--- config.mk ---
export PLATFORM = sky130hd
export DESIGN_NAME = stsm_ctrl
export DESIGN_NICKNAME = d
export VERILOG_FILES = /design/src/include/stsm_pkg.sv /design/src/rtl/stsm_msg_decode.sv /design/src/rtl/stsm_ctrl.sv
export VERILOG_INCLUDE_DIRS = /design/src /design/src/include
export SDC_FILE = /design/constraint.sdc
export NUM_CORES = 1
export LEC_CHECK = 0
export BUFFER_PORTS_ARGS = -buffer_cell sky130_fd_sc_hd__buf_4
export CORE_MARGIN = 5
export CORE_UTILIZATION = 50
export CTS_CLUSTER_SIZE = 40
export DETAILED_ROUTE_END_ITERATION = 10
export PLACE_DENSITY = 0.88
export SETUP_SLACK_MARGIN = 0.3
export SYNTH_ARGS = -nofsm -noshare
export SYNTH_HDL_FRONTEND = slang
export SYNTH_SLANG_ARGS = --single-unit
--- constraint.sdc ---
create_clock -name clk -period 4.4 [get_ports clk]
set_clock_uncertainty 0.1 [all_clocks]
set_input_delay 0 -clock clk [delete_from_list [all_inputs] [get_ports clk]]
set_output_delay 0 -clock clk [all_outputs]
set_load 0.01 [all_outputs]
--- src/include/stsm_map.svh ---
// stsm_map.svh: constants for target status and message control
// assumes: included by bare name from the rtl and testbench files
`ifndef STSM_MAP_SVH
`define STSM_MAP_SVH
// status byte codes
`define STSM_ST_GOOD 8'h00
`define STSM_ST_CHECK 8'h02
`define STSM_ST_BUSY 8'h08
`define STSM_ST_RESV 8'h18
// message codes
`define STSM_MSG_CMD_DONE 8'h00
`define STSM_MSG_SAVE_PTR 8'h02
`define STSM_MSG_RESTORE 8'h03
`define STSM_MSG_DISCON 8'h04
`define STSM_MSG_INIT_ERR 8'h05
`define STSM_MSG_ABORT 8'h06
`define STSM_MSG_REJECT 8'h07
`define STSM_MSG_NOP 8'h08
`define STSM_MSG_PARITY 8'h09
`define STSM_MSG_DEV_RESET 8'h0C
`define STSM_MSG_IDENT_BIT 7
`endif

--- src/include/stsm_pkg.sv ---
// stsm_pkg: types for target status and message control
// assumes: nothing beyond the map header
package stsm_pkg;
  typedef enum logic [3:0] {
    STSM_FREE = 4'h0,
    STSM_SEL = 4'h1,
    STSM_CMD = 4'h2,
    STSM_DOUT = 4'h3,
    STSM_DIN = 4'h4,
    STSM_STAT = 4'h5,
    STSM_MOUT = 4'h6,
    STSM_MIN = 4'h7
  } stsm_phase_type;
  typedef enum logic [3:0] {
    STSM_K_NONE = 4'h0,
    STSM_K_CMD_DONE = 4'h1,
    STSM_K_SAVE_PTR = 4'h2,
    STSM_K_RESTORE = 4'h3,
    STSM_K_DISCON = 4'h4,
    STSM_K_INIT_ERR = 4'h5,
    STSM_K_ABORT = 4'h6,
    STSM_K_REJECT = 4'h7,
    STSM_K_NOP = 4'h8,
    STSM_K_PARITY = 4'h9,
    STSM_K_DEV_RESET = 4'hA,
    STSM_K_IDENT = 4'hB,
    STSM_K_UNKNOWN = 4'hC
  } stsm_msg_type;
endpackage : stsm_pkg

--- src/rtl/stsm_msg_decode.sv ---
// stsm_msg_decode: classifies a received message byte
// assumes: byte comes from logic on the same clock
`timescale 1ns/100ps
`include "stsm_map.svh"
module stsm_msg_decode (
  input wire logic [7:0] msg_byte,
  output stsm_pkg::stsm_msg_type msg_kind
);
  // ************************************************************
  // message decode
  // ************************************************************
  always_comb begin
    if (msg_byte[`STSM_MSG_IDENT_BIT]) begin
      msg_kind = stsm_pkg::STSM_K_IDENT;
    end else begin
      case (msg_byte)
        `STSM_MSG_CMD_DONE: msg_kind = stsm_pkg::STSM_K_CMD_DONE;
        `STSM_MSG_SAVE_PTR: msg_kind = stsm_pkg::STSM_K_SAVE_PTR;
        `STSM_MSG_RESTORE: msg_kind = stsm_pkg::STSM_K_RESTORE;
        `STSM_MSG_DISCON: msg_kind = stsm_pkg::STSM_K_DISCON;
        `STSM_MSG_INIT_ERR: msg_kind = stsm_pkg::STSM_K_INIT_ERR;
        `STSM_MSG_ABORT: msg_kind = stsm_pkg::STSM_K_ABORT;
        `STSM_MSG_REJECT: msg_kind = stsm_pkg::STSM_K_REJECT;
        `STSM_MSG_NOP: msg_kind = stsm_pkg::STSM_K_NOP;
        `STSM_MSG_PARITY: msg_kind = stsm_pkg::STSM_K_PARITY;
        `STSM_MSG_DEV_RESET: msg_kind = stsm_pkg::STSM_K_DEV_RESET;
        default: msg_kind = stsm_pkg::STSM_K_UNKNOWN;
      endcase
    end
  end
endmodule : stsm_msg_decode

--- src/rtl/stsm_ctrl.sv ---
// stsm_ctrl: target status selection, attention sampling, message flow
// assumes: bus handshake engine outside; atn_pin and bus_rst_pin raw pins
// Behaviour
// - good status on successful completion
// - check condition on abnormal end or early error
// - check condition on first select after ready
// - check condition on first select after reset
// - busy status when command cannot be accepted
// - reservation conflict when reserved by other initiator
// - no notice when busy ends; initiator polls
// - sample attention just before phase change
// - check attention after each received message
// - check attention after each sent message
// - attention during image read stops scanning
// - message out only on attention
// - message in allowed after selection completes
// - decode supported message codes
// - command complete queued after every status byte
// - bus free right after command complete
// - reject of command complete still frees bus
// - exactly one status byte per command
// - initiator error: send restore, retry phase
`timescale 1ns/100ps
`include "stsm_map.svh"
module stsm_ctrl (
  input wire logic clk,
  input wire logic sys_rst,
  input wire logic atn_pin,
  input wire logic bus_rst_pin,
  input wire logic selected,
  input wire logic cmd_start,
  input wire logic cmd_ok,
  input wire logic cmd_fail,
  input wire logic early_err,
  input wire logic unit_busy,
  input wire logic resv_other,
  input wire logic unit_ready,
  input wire logic image_read,
  input wire logic [3:0] next_phase,
  input wire logic phase_go,
  input wire logic xfer_done,
  input wire logic [7:0] msg_in_byte,
  input wire logic msg_in_valid,
  output logic [3:0] phase,
  output logic [7:0] status_byte,
  output logic status_valid,
  output logic [7:0] msg_out_byte,
  output logic msg_out_valid,
  output logic scan_stop,
  output logic bus_release,
  output logic atn_seen
);
  // ************************************************************
  // pin synchronisers
  // ************************************************************
  logic [2:0] atn_sync_q;
  logic [2:0] rst_sync_q;
  logic atn_lvl_q;
  logic atn_lvl_d;
  logic brst_lvl_q;
  logic brst_lvl_d;
  always_comb begin
    atn_lvl_d = atn_lvl_q;
    brst_lvl_d = brst_lvl_q;
    if (atn_sync_q[1] == atn_sync_q[2]) begin
      atn_lvl_d = atn_sync_q[2];
    end
    if (rst_sync_q[1] == rst_sync_q[2]) begin
      brst_lvl_d = rst_sync_q[2];
    end
  end
  always_ff @(posedge clk) begin
    if (sys_rst) begin
      atn_sync_q <= 3'h0;
      rst_sync_q <= 3'h0;
      atn_lvl_q <= 1'b0;
      brst_lvl_q <= 1'b0;
    end else begin
      atn_sync_q <= {atn_sync_q[1:0], atn_pin};
      rst_sync_q <= {rst_sync_q[1:0], bus_rst_pin};
      atn_lvl_q <= atn_lvl_d;
      brst_lvl_q <= brst_lvl_d;
    end
  end
  // ************************************************************
  // message decode
  // ************************************************************
  stsm_pkg::stsm_msg_type msg_kind;
  stsm_msg_decode u_dec (
    .msg_byte(msg_in_byte),
    .msg_kind(msg_kind)
  );
  // ************************************************************
  // phase sequencer
  // ************************************************************
  stsm_pkg::stsm_phase_type ph_q;
  stsm_pkg::stsm_phase_type ph_d;
  stsm_pkg::stsm_phase_type ret_q;
  stsm_pkg::stsm_phase_type ret_d;
  logic [7:0] st_q;
  logic [7:0] st_d;
  logic st_vld_q;
  logic st_vld_d;
  logic st_sent_q;
  logic st_sent_d;
  logic [7:0] mo_q;
  logic [7:0] mo_d;
  logic mo_vld_q;
  logic mo_vld_d;
  logic done_pend_q;
  logic done_pend_d;
  logic stop_q;
  logic stop_d;
  logic rel_q;
  logic rel_d;
  logic atn_q;
  logic atn_d;
  logic uattn_q;
  logic uattn_d;
  logic rdy_q;
  logic rdy_d;
  logic ok_q;
  logic ok_d;
  function automatic logic [7:0] pick_status(
    input logic busy,
    input logic resv,
    input logic attn,
    input logic fail,
    input logic ok
  );
    if (busy) begin
      pick_status = `STSM_ST_BUSY;
    end else if (resv) begin
      pick_status = `STSM_ST_RESV;
    end else if (attn || fail || !ok) begin
      pick_status = `STSM_ST_CHECK;
    end else begin
      pick_status = `STSM_ST_GOOD;
    end
  endfunction : pick_status
  always_comb begin
    ph_d = ph_q;
    ret_d = ret_q;
    st_d = st_q;
    st_vld_d = 1'b0;
    st_sent_d = st_sent_q;
    mo_d = mo_q;
    mo_vld_d = 1'b0;
    done_pend_d = done_pend_q;
    stop_d = 1'b0;
    rel_d = 1'b0;
    atn_d = 1'b0;
    uattn_d = uattn_q;
    rdy_d = unit_ready;
    ok_d = ok_q;
    if (brst_lvl_q) begin
      uattn_d = 1'b1;
      ph_d = stsm_pkg::STSM_FREE;
    end else begin
      case (ph_q)
        stsm_pkg::STSM_FREE: begin
          if (selected) begin
            ph_d = stsm_pkg::STSM_SEL;
            st_sent_d = 1'b0;
            done_pend_d = 1'b0;
            ok_d = 1'b1;
          end
        end
        stsm_pkg::STSM_MOUT: begin
          if (msg_in_valid) begin
            atn_d = atn_lvl_q;
            case (msg_kind)
              stsm_pkg::STSM_K_INIT_ERR: begin
                mo_d = `STSM_MSG_RESTORE;
                ph_d = stsm_pkg::STSM_MIN;
              end
              stsm_pkg::STSM_K_REJECT: begin
                if (done_pend_q) begin
                  ph_d = stsm_pkg::STSM_FREE;
                  rel_d = 1'b1;
                end else begin
                  ph_d = ret_q;
                end
              end
              stsm_pkg::STSM_K_ABORT: begin
                ph_d = stsm_pkg::STSM_FREE;
                rel_d = 1'b1;
              end
              stsm_pkg::STSM_K_DEV_RESET: begin
                uattn_d = 1'b1;
                ph_d = stsm_pkg::STSM_FREE;
                rel_d = 1'b1;
              end
              stsm_pkg::STSM_K_UNKNOWN: begin
                mo_d = `STSM_MSG_REJECT;
                ph_d = stsm_pkg::STSM_MIN;
              end
              default: begin
                if (!atn_lvl_q) begin
                  ph_d = ret_q;
                end
              end
            endcase
          end
        end
        stsm_pkg::STSM_MIN: begin
          mo_vld_d = !xfer_done;
          if (xfer_done) begin
            atn_d = atn_lvl_q;
            if (mo_q == `STSM_MSG_CMD_DONE && done_pend_q && !atn_lvl_q) begin
              ph_d = stsm_pkg::STSM_FREE;
              rel_d = 1'b1;
            end else if (atn_lvl_q) begin
              ph_d = stsm_pkg::STSM_MOUT;
            end else begin
              ph_d = ret_q;
            end
          end
        end
        default: begin
          // sel, cmd, data and status phases
          if (ph_q == stsm_pkg::STSM_DIN && image_read && atn_lvl_q) begin
            stop_d = 1'b1;
            ok_d = 1'b0;
          end
          if (cmd_fail) begin
            ok_d = 1'b0;
          end
          if (ph_q == stsm_pkg::STSM_SEL && (unit_busy || resv_other
              || early_err)) begin
            // command phase skipped, go straight to status
            ph_d = stsm_pkg::STSM_STAT;
            if (early_err) begin
              ok_d = 1'b0;
            end
          end else if (ph_q == stsm_pkg::STSM_STAT && !st_sent_q) begin
            st_d = pick_status(unit_busy, resv_other, uattn_q,
                               cmd_fail, ok_q && cmd_ok);
            st_vld_d = 1'b1;
            if (xfer_done) begin
              st_sent_d = 1'b1;
              st_vld_d = 1'b0;
              if (st_q == `STSM_ST_CHECK && uattn_q) begin
                uattn_d = 1'b0;
              end
            end
          end else if (ph_q == stsm_pkg::STSM_STAT) begin
            atn_d = atn_lvl_q;
            ret_d = ph_q;
            done_pend_d = 1'b1;
            mo_d = `STSM_MSG_CMD_DONE;
            ph_d = atn_lvl_q ? stsm_pkg::STSM_MOUT : stsm_pkg::STSM_MIN;
          end else if (phase_go) begin
            atn_d = atn_lvl_q;
            ret_d = (next_phase == 4'(stsm_pkg::STSM_MOUT)) ? ph_q
                : stsm_pkg::stsm_phase_type'(next_phase);
            if (atn_lvl_q) begin
              ph_d = stsm_pkg::STSM_MOUT;
            end else if (next_phase == 4'(stsm_pkg::STSM_MOUT)) begin
              ph_d = ph_q;
            end else begin
              ph_d = stsm_pkg::stsm_phase_type'(next_phase);
            end
          end
        end
      endcase
    end
    // ready edge arms the check, after the clear so a set wins
    if (unit_ready && !rdy_q) begin
      uattn_d = 1'b1;
    end
    // busy clears silently, no message queued
  end
  always_ff @(posedge clk) begin
    if (sys_rst) begin
      ph_q <= stsm_pkg::STSM_FREE;
      ret_q <= stsm_pkg::STSM_FREE;
      st_q <= `STSM_ST_GOOD;
      st_vld_q <= 1'b0;
      st_sent_q <= 1'b0;
      mo_q <= `STSM_MSG_CMD_DONE;
      mo_vld_q <= 1'b0;
      done_pend_q <= 1'b0;
      stop_q <= 1'b0;
      rel_q <= 1'b0;
      atn_q <= 1'b0;
      uattn_q <= 1'b1;
      rdy_q <= 1'b0;
      ok_q <= 1'b1;
    end else begin
      ph_q <= ph_d;
      ret_q <= ret_d;
      st_q <= st_d;
      st_vld_q <= st_vld_d;
      st_sent_q <= st_sent_d;
      mo_q <= mo_d;
      mo_vld_q <= mo_vld_d;
      done_pend_q <= done_pend_d;
      stop_q <= stop_d;
      rel_q <= rel_d;
      atn_q <= atn_d;
      uattn_q <= uattn_d;
      rdy_q <= rdy_d;
      ok_q <= ok_d;
    end
  end
  assign phase = ph_q;
  assign status_byte = st_q;
  assign status_valid = st_vld_q;
  assign msg_out_byte = mo_q;
  assign msg_out_valid = mo_vld_q;
  assign scan_stop = stop_q;
  assign bus_release = rel_q;
  assign atn_seen = atn_q;
endmodule : stsm_ctrl

# Word level (Yosys, flattened, before mapping)
# Memory sizes are Yosys's and may differ from the RTL's.
# Cells that the tools add are included.
dict set report classes {
  n_eq_ne 25
  muxes 66
  bitwise_logic 7
  n_reduce_logical 48
}
# op count
set ops {}
lappend ops {{4-bit two-way mux} 17}
lappend ops {{4-bit by 3-bit == test with 1-bit output (second input constant)} 8}
lappend ops {{8-bit two-way mux} 4}
lappend ops {{8-bit case mux with 2 select lines} 2}
lappend ops {{1-bit two-way mux} 31}
lappend ops {{4-bit case mux with 3 select lines} 2}
lappend ops {{6-bit AND reduction} 3}
lappend ops {{2-bit nonzero test} 8}
lappend ops {{7-bit AND reduction} 2}
lappend ops {{1-bit case mux with 2 select lines} 6}
lappend ops {{5-bit two-way mux} 2}
lappend ops {{2-bit by 1-bit inequality test with 1-bit output (second input constant)} 5}
lappend ops {{2-bit OR reduction} 5}
lappend ops {{1-bit logical AND} 9}
lappend ops {{3-bit OR reduction} 3}
lappend ops {{4-bit == test (second input constant)} 2}
lappend ops {{8-bit by 2-bit == test with 1-bit output (second input constant)} 1}
lappend ops {{4-bit zero test} 2}
lappend ops {{8-bit zero test} 1}
lappend ops {{1-bit NOT} 7}
lappend ops {{7-bit OR reduction} 1}
lappend ops {{2-bit inequality test (second input constant)} 3}
lappend ops {{6-bit nonzero test} 1}
lappend ops {{1-bit zero test} 5}
lappend ops {{other kinds (12)} 16}
dict set report totals {
  register_bits 42
  romBits 64
  inputBits 28
  output_inout_bits 25
  elab_cells 165
  memories 1
}
# memory words word_bits read_ports rd_ports_with_merged_regs write_ports line
set mem_list {}
lappend mem_list {{(name not given)} 16 4 1 0 0 stsm_msg_decode.sv:16} ;# case (msg_byte)

# Logic depth before layout (Yosys ltp)
# Gate-level depths: netlist of run 1.
dict set report depth {
  ltp_word 8
  ltp_mapped 8
  ltp_nobuf 8
}

# Modules after synthesis
# Synthesis of run 1 repeated with hierarchy kept, for this count alone.
dict set report hier_totals {
  hier_cells 223
  area_unflattened_um2 1855.5
}
# module n_inst cells_each area_each_um2 seq_area_each_um2
set by_module_without_submodules {}
lappend by_module_without_submodules {stsm_ctrl 1 204 1726.7 620.6}
lappend by_module_without_submodules {stsm_msg_decode 1 19 128.9 0.0}

# Worst setup path after synthesis of run 1
# OpenSTA, ideal clock, no wires.
dict set report synth_timing {
  kind {reg2reg}
  startpoint {register ph_q[3], in the netlist phase[3]}
  endpoint {register ret_q[1]}
  setup_time_ps 127
  t_arrival_ps 1788
  t_required_ps 4173
  setup_slack_ps 2385
  path_stages_with_launch 9
  n_path_buf 2
  synth_period_minus_slack_ps 2015
  cell_sequence {dfxtp_1 and3b_1 clkbuf_1 a211oi_1 nor2b_1 nor2b_1 buf_2 mux2i_1 nor2_1}
}
dict set report synth_via {
  elab_chain_cells 4
  elab_cells_between_ends 14
  cone_classes {eq/ne (4); mux (1); bitwise (3); reduce/logical (6)}
}
# element line
set synth_lines {}
lappend synth_lines {{start: declaration} stsm_ctrl.sv:96} ;# stsm_pkg::stsm_phase_type ph_q;
lappend synth_lines {{start signal: assignment} stsm_ctrl.sv:276} ;# ph_q <= stsm_pkg::STSM_FREE;
lappend synth_lines {{start signal: assignment} stsm_ctrl.sv:291} ;# ph_q <= ph_d;
lappend synth_lines {{4-bit by 3-bit == test with 1-bit output (tied with other cells)} stsm_ctrl.sv:160} ;# case (ph_q)
lappend synth_lines {{3-bit OR reduction (no source line) (tied with other cells)} n/a}
lappend synth_lines {{1-bit NOT (no source line)} n/a}
lappend synth_lines {{5-bit AND reduction (no source line)} n/a}
lappend synth_lines {{end signal: assignment} stsm_ctrl.sv:277} ;# ret_q <= stsm_pkg::STSM_FREE;
lappend synth_lines {{end signal: assignment} stsm_ctrl.sv:292} ;# ret_q <= ret_d;
lappend synth_lines {{end: declaration} stsm_ctrl.sv:98} ;# stsm_pkg::stsm_phase_type ret_q;
# Several ways; a longest one is shown, not always the timed one.
# A chain may end at the register's enable or synchronous reset.

# Final worst setup path of run 1
dict set report layout_timing {
  startpoint {register ph_q[2], in the netlist phase[2]}
  endpoint {register uattn_q}
}
dict set report layout_via {
  elab_chain_cells 4
  elab_cells_between_ends 17
  cone_classes {eq/ne (7); mux (1); bitwise (1); reduce/logical (8)}
}
# element line
set layout_lines {}
lappend layout_lines {{4-bit by 1-bit == test with 1-bit output (tied with other cells)} stsm_ctrl.sv:229} ;# if (ph_q == stsm_pkg::STSM_SEL && (unit_busy || resv_other
lappend layout_lines {{1-bit logical AND (tied with other cells)} stsm_ctrl.sv:229}
lappend layout_lines {{2-bit by 1-bit inequality test with 1-bit output (no source line) (tied with other cells)} n/a}
lappend layout_lines {{7-bit AND reduction (no source line)} n/a}
lappend layout_lines {{end signal: assignment} stsm_ctrl.sv:302} ;# uattn_q <= uattn_d;
lappend layout_lines {{end: declaration} stsm_ctrl.sv:118} ;# logic uattn_q;
# Several ways; a longest one is shown, not always the timed one.

==> results.md, run 1 <==
* Outcome: finished, final reports clean
* Area share of xor/xnor cells in the synthesized design at 0.004654
* Detailed placement HPWL at 3523 um
* Asr flop ratio synth at 0
* CTS tree: done
* Clock sinks at 31
* Die H at 71.35 um
* DRC violations left at 0
* Worst-Skew Late Latency at 0.28 ns
* GRT Residual Overflow at 0
* Total of warnings raised by yosys at 0
* Crit Path Max Fanout at 16
* Psw at 412.1 uW
* Int Power at 701.4 uW
* WL/cell at 15.63 um
* Pwr Density at 457.3 nW/um2
* DIE AREA at 5091 um2
* Pre-Repair DR Iteration Count at 4
* Placed Instance Area at 2157 um2
* Final WL at 5112 um
* Synth Area in Adders at 0.01330
* Htree depth at 2
* Post-CTS Setup Bufs at 0
* Top cell type's share of synthesized area at 0.3298
* Prevailing post-synth register cell: dfxtp_1
* Crit path required time at 4.52 ns
* Pins Over Slew Limit at 0
* Setup Viol. Count Final at 0
* Crit path DAT at 3.00 ns
* Global-route wire length before repair at 8259 um
* Max cap viols at 0
* HP Start: msg_in_valid
* Post-synth EDFFs at 0
* Iteration-0 DRC Markers at 173
* Synth Instances at 228
* Synth Area in Simple Gates at 0.3039
* Inserted Diodes at 0
* Max_slew headroom at 0.5251
* Count of distinct cell types in the synthesized netlist at 58
* Reg power frac at 0.360
* Maximum vdd ir drop at 0.2771 mV
* Final Cell Area at 2435 um2
* Bufs on Longest Clock Path at 2
* Post-synthesis mux area share at 0.03258
* Commonest cells post-synth: dfxtp_1 (31), nor2_1 (23), a21oi_1 (17), nor2b_1 (13)
* Share of post-route cells with drive strength above 1 at 0.2330
* Fin. Hold Viols at 0
* Buffers on Ports at 41
* Num CTS Buffers at 5
* Die span in x at 71.35 um
* Gpl congestion at 0.9172
* Clock transition at the registers of the reported paths at 0.06 ns
* Reg2reg start: phase[2]$_SDFFE_PP0P_
* Complex-gate fraction of the synthesized area at 0.2207
* Main combinational cell family by area after synthesis: simple AND/OR/NAND/NOR gates
* Combinational power share at 0.382
* Worst setup path start: phase[2]$_SDFFE_PP0P_
* Gr usage total at 0.1985
* Setup TNS Final at 0 ns
* Most frequent cell after synthesis: dfxtp_1
* Netlist Area Pre-Place at 1882 um2
* Worst Hold Class: in2reg
* Unrepaired setup endpoints after global routing: no
* Clock power share at 0.258
* Tmin final at 2.878 ns
* Ranking of synthesized cells by area: dfxtp_1 (33%), nor2_1 (4.6%), a21oi_1 (4.5%), buf_4 (4.4%), nor2b_1 (4.3%)
* Root Buffer: clkbuf_8
* Setup crit start kind: flop
* Capturing element type of the critical path: flop
* Core Region at 3661 um2
* Worst r2r path cells at 6
* Routed via count at 1,920
* Initial Util at 0.5140
* Hold Path Stages at 4
* Vias in the first global route at 1,819
* FMAX at 0.3474 GHz
* Initial antenna violation count at 0
* Top-Level Pins at 53
* Sw Share at 0.3701
* Sequential fraction of the synthesis area at 0.3298
* Area Growth Syn to Fin at 29.39%
* Site Rows at 22
* Leak at 0.9774 nW
* Worst Setup Path Type: reg2reg
* Worst Tran Pin Value at 0.7069 ns
* Area leader, netlist: dfxtp_1
* Seq cells post-synth at 31
* Nets at 308
* Vias/cell at 5.872
* Post-Syn Area per Cell at 8.254 um2
* Largest net degree at the start of global routing at 25
* Final period util at 0.6541
* Routed Antenna Nets at 0
[cell type report]
cell class / instances / area, um2
flip-flops and latches: 31 / 620.6
fillers: 318 / 1226
well taps: 48 / 60.06
multi-input cells: 172 / 1120
inverters: 9 / 33.78
clock inverters: 2 / 35.03
clock buffers: 6 / 82.58
repair buffers: 59 / 483.0
[power groups by stage]
stage / Clock, mW / Combinational (mW) / Sequential [mW]
floorplan: 0 / 0.338 / 0.357
global placement: 0 / 0.402 / 0.398
detailed placement: 0 / 0.403 / 0.404
CTS: 0.291 / 0.418 / 0.398
global route: 0.306 / 0.466 / 0.408
finish: 0.288 / 0.425 / 0.401
[cell usage in the layout, fill, tap and decap left out, drive strengths merged, types with 4 or more instances in the layout]
master,synthesis,layout
clkbuf,9,6
dlygate4sd3,0,16
conb,1,10
inv,8,8
nor4,6,6
a21oi,17,17
buf,16,43
nand2,10,10
o21ai,8,8
nor3b,4,4
dfxtp,31,31
nor2b,13,13
nand3,5,5
mux2i,5,5
a31oi,4,4
a211oi,4,4
nor2,23,23
or3,4,4
nor3,11,11
[worst max-delay path: stages (launching register included)]
cell and delay (ns):
dfxtp_1 0.67, nor4bb_1 0.37, buf_4 0.23, nand3_1 0.10, dlygate4sd3_1 0.58, o31ai_1 0.20
dlygate4sd3_1 0.58
[state kept, by name, indices dropped and copies added (netlist names), 2 cells and up]
signal,cells
phase,4
ret_q,4
status_byte,3
atn_sync_q,3
msg_out_byte,2
rst_sync_q,3
[final timing paths]
check / slack, ns / endpoint
setup / recovery: 1.52 / uattn_q$_SDFFE_PP1P_
setup reg to reg: 1.52 / uattn_q$_SDFFE_PP1P_
hold / removal: 0.02 / bus_release$_SDFF_PP0_
hold reg to reg: 0.34 / atn_sync_q[1]$_SDFF_PP0_
[cell families after synthesis]
family                   Yosys count
AO/OA/AOI/OAI                     57
buffers and inverters             34
multiplexers                       6
flip-flops                        31
adder cells (fa/ha/maj)            2
AND/OR/NAND/NOR                   96
other                              1
XOR/XNOR                           1
[layer usage]
metal / up-vias / global-route usage / routed length, um
li1: 919 / - / -
met1: 908 / 0.2470 / 2136
met2: 79 / 0.3255 / 2505
met3: 14 / 0.04628 / 361
met4: 0 / 0.08768 / 109
met5: - / 0 / 0
[per-stage QoR]
stage	instances	worst slack (ns)	hold WS [ns]	power (mW)	utilization
2_1_floorplan	237	2.385	-0.02134	0.6949	-
3_3_place_gp	303	1.912	0.1142	0.7997	0.5892
3_5_place_dp	303	1.869	0.1179	0.8065	0.5892
4_1_cts	327	1.570	0.002541	1.106	0.6651
5_1_grt	327	1.375	0.04026	1.180	0.6651
6_report	327	1.522	0.02063	1.114	0.6651
[what timing repair did]
item / CTS / global route
endpoints found under the hold margin: 22 / 0
hold buffers: 16 / 0
gates resized for setup: 0 / 0
No activity file was read; power rests on OpenSTA's default activity.
==> run 2: changes to the inputs <==
- ABC_AREA: not set -> 1
- clock period: 4.4 -> 2.9 ns (I/O delays scaled with it)
==> results.md, run 2 <==
* Gr usage total at 0.1872 (-0.01130)
* FMAX at 0.4673 GHz (+35%)
* Initial Util at 0.5174 (+0.003418)
* Gpl congestion at 0.8917 (-2.8%)
* WL/cell at 11.89 um (-24%)
* Routed Antenna Nets at 0 (unchanged)
* Vias in the first global route at 1,796 (-1.3%)
* Largest net degree at the start of global routing at 20 (-20%)
* DR WL met2 at 2173 um (-13%)
* Worst Setup Path Type: reg2reg
* Clock sinks at 31 (unchanged)
* Util after Layout at 0.6637 (-0.001367)
* Crit path top cell by count: nor2_4
* Bufs on Longest Clock Path at 2 (unchanged)
* Top layer reached by signal wires: met4
* Layout fillers at 315 (-0.94%)
* Share of post-route cells with drive strength above 1 at 0.2052 (-0.02777)
* GRT Residual Overflow at 0 (unchanged)
* Iteration-0 DRC Markers at 103 (-40%)
* Pwr Density at 724.5 nW/um2 (+58%)
* Global-route wire length before repair at 7590 um (-8.1%)
* Final Cell Area at 2430 um2 (-0.21%)
* Worst hold slack at 0.009533 ns (-0.01110 ns)
* Clock transition at the registers of the reported paths at 0.06 ns (about the same)
* Unrepaired setup endpoints after global routing: no
* Fin. Hold Viols at 0 (unchanged)
* Worst setup path start: phase[0]$_SDFFE_PP0P_
* Core Region at 3661 um2 (unchanged)
* Final WL at 4683 um (-8.4%)
* Commonest non-fill, non-tap cell in the layout: nand2_1
* Htree depth at 2 (unchanged)
* CTS tree: done
* Setup crit start kind: flop
* Max cap viols at 0 (unchanged)
* Worst Tran Pin Value at 0.5512 ns (-0.1557 ns)
* Most frequent cell after synthesis: nand2_1
* Inserted Diodes at 0 (unchanged)
* Seq cells post-synth at 31 (unchanged)
* Worst r2r dst: status_byte[4]$_SDFFE_PP0P_
* Site Rows at 22 (unchanged)
* Die H at 71.55 um (+0.28%)
* Placement Setup Slack at 0.9553 ns (-0.9139 ns)
* Crit path DAT at 2.24 ns (-0.76 ns)
* Tmin final at 2.140 ns (-0.7383 ns)
* DIE AREA at 5119 um2 (+0.56%)
* Placed Instance Area at 2197 um2 (+1.9%)
* Reg2reg start: phase[0]$_SDFFE_PP0P_
* Worst path cell trace: inv_2 -> nor2_4 -> nand2_2 -> nor2_4 -> inv_1 -> nand3_1 -> a21oi_1 -> dlygate4sd3_1 -> a211oi_1
* Asr flop ratio synth at 0 (unchanged)
* Ranking of synthesized cells by area: dfxtp_1 (33%), nand2_1 (9.9%), nor2_1 (9.1%), nand3_1 (7.1%), inv_1 (6.9%)
* Worst Hold Class: in2reg
* Leak at 1.168 nW (+19%)
* Pre-Repair DR Iteration Count at 5 (+1)
* Reg2reg setup slack at 0.76 ns (-0.76 ns)
* Pins Over Slew Limit at 0 (unchanged)
* Initial antenna violation count at 0 (unchanged)
* Vias/cell at 5.142 (-12%)
* Pwr Total at 1.761 mW (+58%)
* Area Growth Syn to Fin at 28.27%
* Post-Syn Area per Cell at 6.510 um2 (-21%)
* Sequential fraction of the synthesis area at 0.3276 (-0.002178)
* Worst r2r path cells at 9 (+3)
* WL met1 at 1994 um (-6.6%)
* Buffer and inverter count on the worst path at 3 (unchanged)
* Crit-path leading delay family: buffers and inverters
* Buffers on Ports at 41 (unchanged)
* End of the critical path: status_byte[4]$_SDFFE_PP0P_
* Detailed placement HPWL at 3562 um (+1.1%)
* Commonest cells post-synth: nand2_1 (50), nor2_1 (46), inv_1 (35), dfxtp_1 (31), nand3_1 (27)
* Synth Instances at 291 (+28%)
* Root Buffer: clkbuf_8
* Outcome: finished, final reports clean
* Non-filler cells in the finished layout at 394 (+20%)
* Nets at 376 (+22%)
* Final period util at 0.7379 (+0.08375)
* CP max stage delay at 0.57 ns (-0.10 ns)
* Total of warnings raised by yosys at 0 (unchanged)
* Commonest non-fill, non-tap cells in the layout: nand2_1 (50), nor2_1 (46), buf_4 (41)
* Routed via count at 2,026 (+5.5%)
* Count of distinct cell types in the synthesized netlist at 34 (-41%)
* Die span in x at 71.55 um (+0.28%)
* Capturing element type of the critical path: flop
* Top cell type's share of synthesized area at 0.3276 (-0.002178)
* Maximum vdd ir drop at 0.4827 mV (+74%)
* Crit path required time at 3.00 ns (-1.52 ns)
* Setup Viol. Count Final at 0 (unchanged)
* Placed insts at 374 (+23%)
* Crit Path Max Fanout at 6 (-10)
* Max_slew headroom at 0.6292 (+0.1041)
* Crit-path slowest cell: dlygate4sd3_1
* Num CTS Buffers at 5 (unchanged)
* Post-synth EDFFs at 0 (unchanged)
* Top-Level Pins at 53 (unchanged)
* Area leader, netlist: dfxtp_1
* Setup TNS Final at 0 ns (unchanged)
* Critical path depth at 9 (+3)
* Netlist Area Pre-Place at 1894 um2 (+0.66%)
* Worst-Skew Late Latency at 0.28 ns (about the same)
* Routed wl met3 at 446 um (+24%)
* Final WS setup at 0.7601 ns (-0.7617 ns)
* Prevailing post-synth register cell: dfxtp_1
* DRC violations left at 0 (unchanged)
## run 2: where the power goes
group	internal [mW]	leakage [nW]	total, mW	switching, mW
logic	0.303	0.864	0.802	0.499
registers	0.488	0.253	0.551	0.0635
clock network	0.251	0.0513	0.407	0.156
total	1.04	1.17	1.76	0.718
## run 2: layout make-up
type | instances | area, um2 | area share
tap | 48 | 60.06 | 0.02472
sequential | 31 | 620.6 | 0.2554
multi-input combinational | 211 | 1045 | 0.4300
inverter | 43 | 163.9 | 0.06746
clock buffer | 6 | 72.57 | 0.02987
timing repair buffer | 54 | 437.9 | 0.1802
clock inverter | 1 | 30.03 | 0.01236
## run 2: timing repair
| action | CTS | global route |
|---|---|---|
| resized for setup | 0 | 0 |
| hold buffers | 13 | 0 |
| setup buffers | 0 | 0 |
| hold endpoints to repair | 21 | 0 |
## run 2: worst min-delay path by stage
| stage | from | end | slack (ns) | depth (start not counted) |
|---|---|---|---|---|
| after floorplan | xfer_done | msg_out_valid$_SDFF_PP0_ | -0.02 | 1 |
| after global placement | atn_pin | atn_sync_q[0]$_SDFF_PP0_ | 0.1 | 3 |
| after detailed placement | atn_pin | atn_sync_q[0]$_SDFF_PP0_ | 0.11 | 3 |
| after CTS | next_phase[2] | ret_q[2]$_SDFFE_PP0P_ | 0.005 | 4 |
| after global routing | next_phase[2] | ret_q[2]$_SDFFE_PP0P_ | 0.03 | 4 |
| final | next_phase[2] | ret_q[2]$_SDFFE_PP0P_ | 0.01 | 4 |
## run 2: layer usage
metal | vias up | track usage
li1 | 1032 | -
met1 | 900 | 0.2225
met2 | 86 | 0.3082
met3 | 8 | 0.06592
met4 | 0 | 0.07307
met5 | - | 0
## run 2: cell families (layout without fill, tap and decap cells)
| kind of cell | count (synthesis) | in the layout | synth area share |
|---|---|---|---|
| buffers and inverters | 58 | 104 | 0.1387 |
| adders and majority gates | 2 | 2 | 0.01321 |
| DFF | 31 | 31 | 0.3276 |
| other | 1 | 10 | 0.001980 |
| AOI/OAI and AO/OA | 44 | 44 | 0.1361 |
| and+or+nand+nor | 155 | 155 | 0.3824 |
## run 2: worst min-delay path: stages
cell and delay, ns:
buf_4 0.08, o21a_1 0.13, nor3_1 0.05, nor2_1 0.09
==> run 3: changes to the inputs <==
- ABC_AREA: 1 -> 0
- clock period: 2.9 -> 2 ns (I/O delays scaled with it)
==> results.md, run 3 (same netlist as run 1, synthesis figures left out) <==
* Outcome: complete, but fails checks
* Failing checks: negative setup slack
* Final Cell Area at 3043 um2 (+25%)
* Largest net degree at the start of global routing at 25 (+25%)
* Buffers on Ports at 41 (unchanged)
* Setup crit start kind: flop
* Share of post-route cells with drive strength above 1 at 0.4577 (+0.2525)
* Nets at 348 (-7.4%)
* Fin. Hold Viols at 0 (unchanged)
* Area Growth Syn to Fin at 61.70%
* Tmin final at 2.002 ns (-0.1375 ns)
* Max_slew headroom at 0.6177 (-0.01145)
* Pre-Repair DR Iteration Count at 5 (unchanged)
* Reg power frac at 0.256 (-0.057)
* Psw at 1.379 mW (+92%)
* Routed via count at 2,453 (+21%)
* Gpl congestion at 0.9412 (+5.6%)
* Pins Over Slew Limit at 0 (unchanged)
* Inserted Diodes at 0 (unchanged)
* Bufs on Longest Clock Path at 2 (unchanged)
* Clock transition at the registers of the reported paths at 0.07 ns (about the same)
* CP max stage delay at 0.42 ns (-0.15 ns)
* Sw Share at 0.3988 (-0.009225)
* GRT Residual Overflow at 0 (unchanged)
* Unrepaired setup endpoints after global routing: yes
* Crit-path slowest cell: dfxtp_4
* WL/cell at 22.45 um (+89%)
* Crit-path leading delay family: simple AND/OR/NAND/NOR gates
* Clock power share at 0.178 (-0.053)
* Max cap viols at 0 (unchanged)
* Crit path top cell by count: nor2b_4
* Site Rows at 22 (unchanged)
* Initial antenna violation count at 0 (unchanged)
* FMAX at 0.4994 GHz (+6.9%)
* Final WS setup at -0.002441 ns (-0.7625 ns)
* DRC violations left at 0 (unchanged)
* Detailed placement HPWL at 3768 um (+5.8%)
* Iteration-0 DRC Markers at 350 (+240%)
* Pwr Total at 3.457 mW (+96%)
* Maximum vdd ir drop at 0.6476 mV (+34%)
* Leak at 1.259 nW (+7.8%)
* Util after Layout at 0.8312 (+0.1675)
* Worst Setup Path Type: reg2reg
* DIE AREA at 5091 um2 (-0.56%)
* Combinational power share at 0.566 (+0.110)
* Crit path required time at 2.08 ns (-0.92 ns)
* Htree depth at 2 (unchanged)
* Core Region at 3661 um2 (unchanged)
* CTS tree: done
* Die span in x at 71.35 um (-0.28%)
* Commonest non-fill, non-tap cells in the layout: buf_4 (75), dfxtp_1 (26), nor2_1 (18), dlygate4sd3_1 (18), a21oi_1 (12)
* Capturing element type of the critical path: flop
* Crit path DAT at 2.08 ns (-0.16 ns)
* Int Power at 2.078 mW (+99%)
* Final WL at 8239 um (+76%)
* Vias/cell at 6.684 (+30%)
* Initial Util at 0.5140 (-0.003418)
* Die H at 71.35 um (-0.28%)
* Top-Level Pins at 53 (unchanged)
* Routed Antenna Nets at 0 (unchanged)
* Global-route wire length before repair at 11,920 um (+57%)
* Buffer and inverter count on the worst path at 1 (-2)
* Clock sinks at 31 (unchanged)
* Setup Viol. Count Final at 1 (+1)
* Pwr Density at 1136 nW/um2 (+57%)
* Root Buffer: clkbuf_8
* Gr usage total at 0.3003 (+0.1131)
* Worst path cell trace: nor4bb_2 -> buf_4 -> mux2i_4 -> nor2b_4 -> nor2b_4 -> mux2i_1 -> nor2_1
* Worst Hold Class: in2reg
* Crit Path Max Fanout at 8 (+2)
* Num CTS Buffers at 5 (unchanged)
* Worst Tran Pin Value at 0.5682 ns (+0.01702 ns)
* Final period util at 1.001 (+0.2633)
* Vias in the first global route at 2,374 (+32%)
* Placed Instance Area at 2344 um2 (+6.7%)
* Commonest non-fill, non-tap cell in the layout: buf_4
* Worst-Skew Late Latency at 0.30 ns (+0.02 ns)
run 3: final timing paths:
check | startpoint | to | slack (ns) | depth (start not counted)
setup / recovery | phase[0]$_SDFFE_PP0P_ | ret_q[3]$_SDFFE_PP0P_ | -0.002 | 7
hold / removal | msg_in_valid | bus_release$_SDFF_PP0_ | 0.03 | 4
setup reg to reg | phase[0]$_SDFFE_PP0P_ | ret_q[3]$_SDFFE_PP0P_ | -0.002 | 7
hold reg to reg | rst_sync_q[1]$_SDFF_PP0_ | brst_lvl_q$_SDFFE_PP0N_ | 0.37 | 2
run 3: power by group through the flow:
stage	clock network (mW)	logic [mW]	registers, mW
after floorplan	0	0.878	0.823
after global placement	0	1.18	0.875
after detailed placement	0	1.19	0.879
after CTS	0.597	1.61	0.854
after global routing	0.627	2.05	0.886
final	0.615	1.96	0.885
run 3: area by class of cell:
class                           count  area (um2)
Multi-Input combinational cell    172        1393
Fill cell                         192       618.1
Tap cell                           48       60.06
Sequential cell                    31       636.9
Clock buffer                        7       107.6
Inverter                            9       36.28
Clock inverter                      1       5.005
Timing Repair Buffer               99       804.5
run 3: what timing repair did:
action | in CTS | in global routing
hold buffers | 18 | 0
resized for setup | 29 | 23
setup endpoints to repair | 15 | 18
pin swaps | 5 | 5
endpoints found under the hold margin | 23 | 0
buffers inserted | 16 | 7
run 3: tightest hold or removal path, stage by stage:
cell and delay (ns):
buf_4 0.12, nand4_1 0.09, o21a_1 0.12, nor3_1 0.05
run 3: routing by layer:
layer,track usage,share of wire
met1,0.3268,0.35
met2,0.5265,0.47
met3,0.07013,0.098
met4,0.1775,0.085
met5,0,0
run 3: per-stage QoR:
stage / setup TNS [ns] / std cells / worst slack (ns) / hold WS, ns
6_report: -0.002441 / 367 / -0.002441 / 0.03015
5_1_grt: -0.2616 / 367 / -0.07744 / 0.04373
3_3_place_gp: 0 / 318 / 0.008459 / 0.1140
4_1_cts: 0 / 360 / 0.1192 / 0.003409
2_1_floorplan: 0 / 237 / 0.1382 / -0.02134
3_5_place_dp: -0.2256 / 318 / -0.06517 / 0.1211
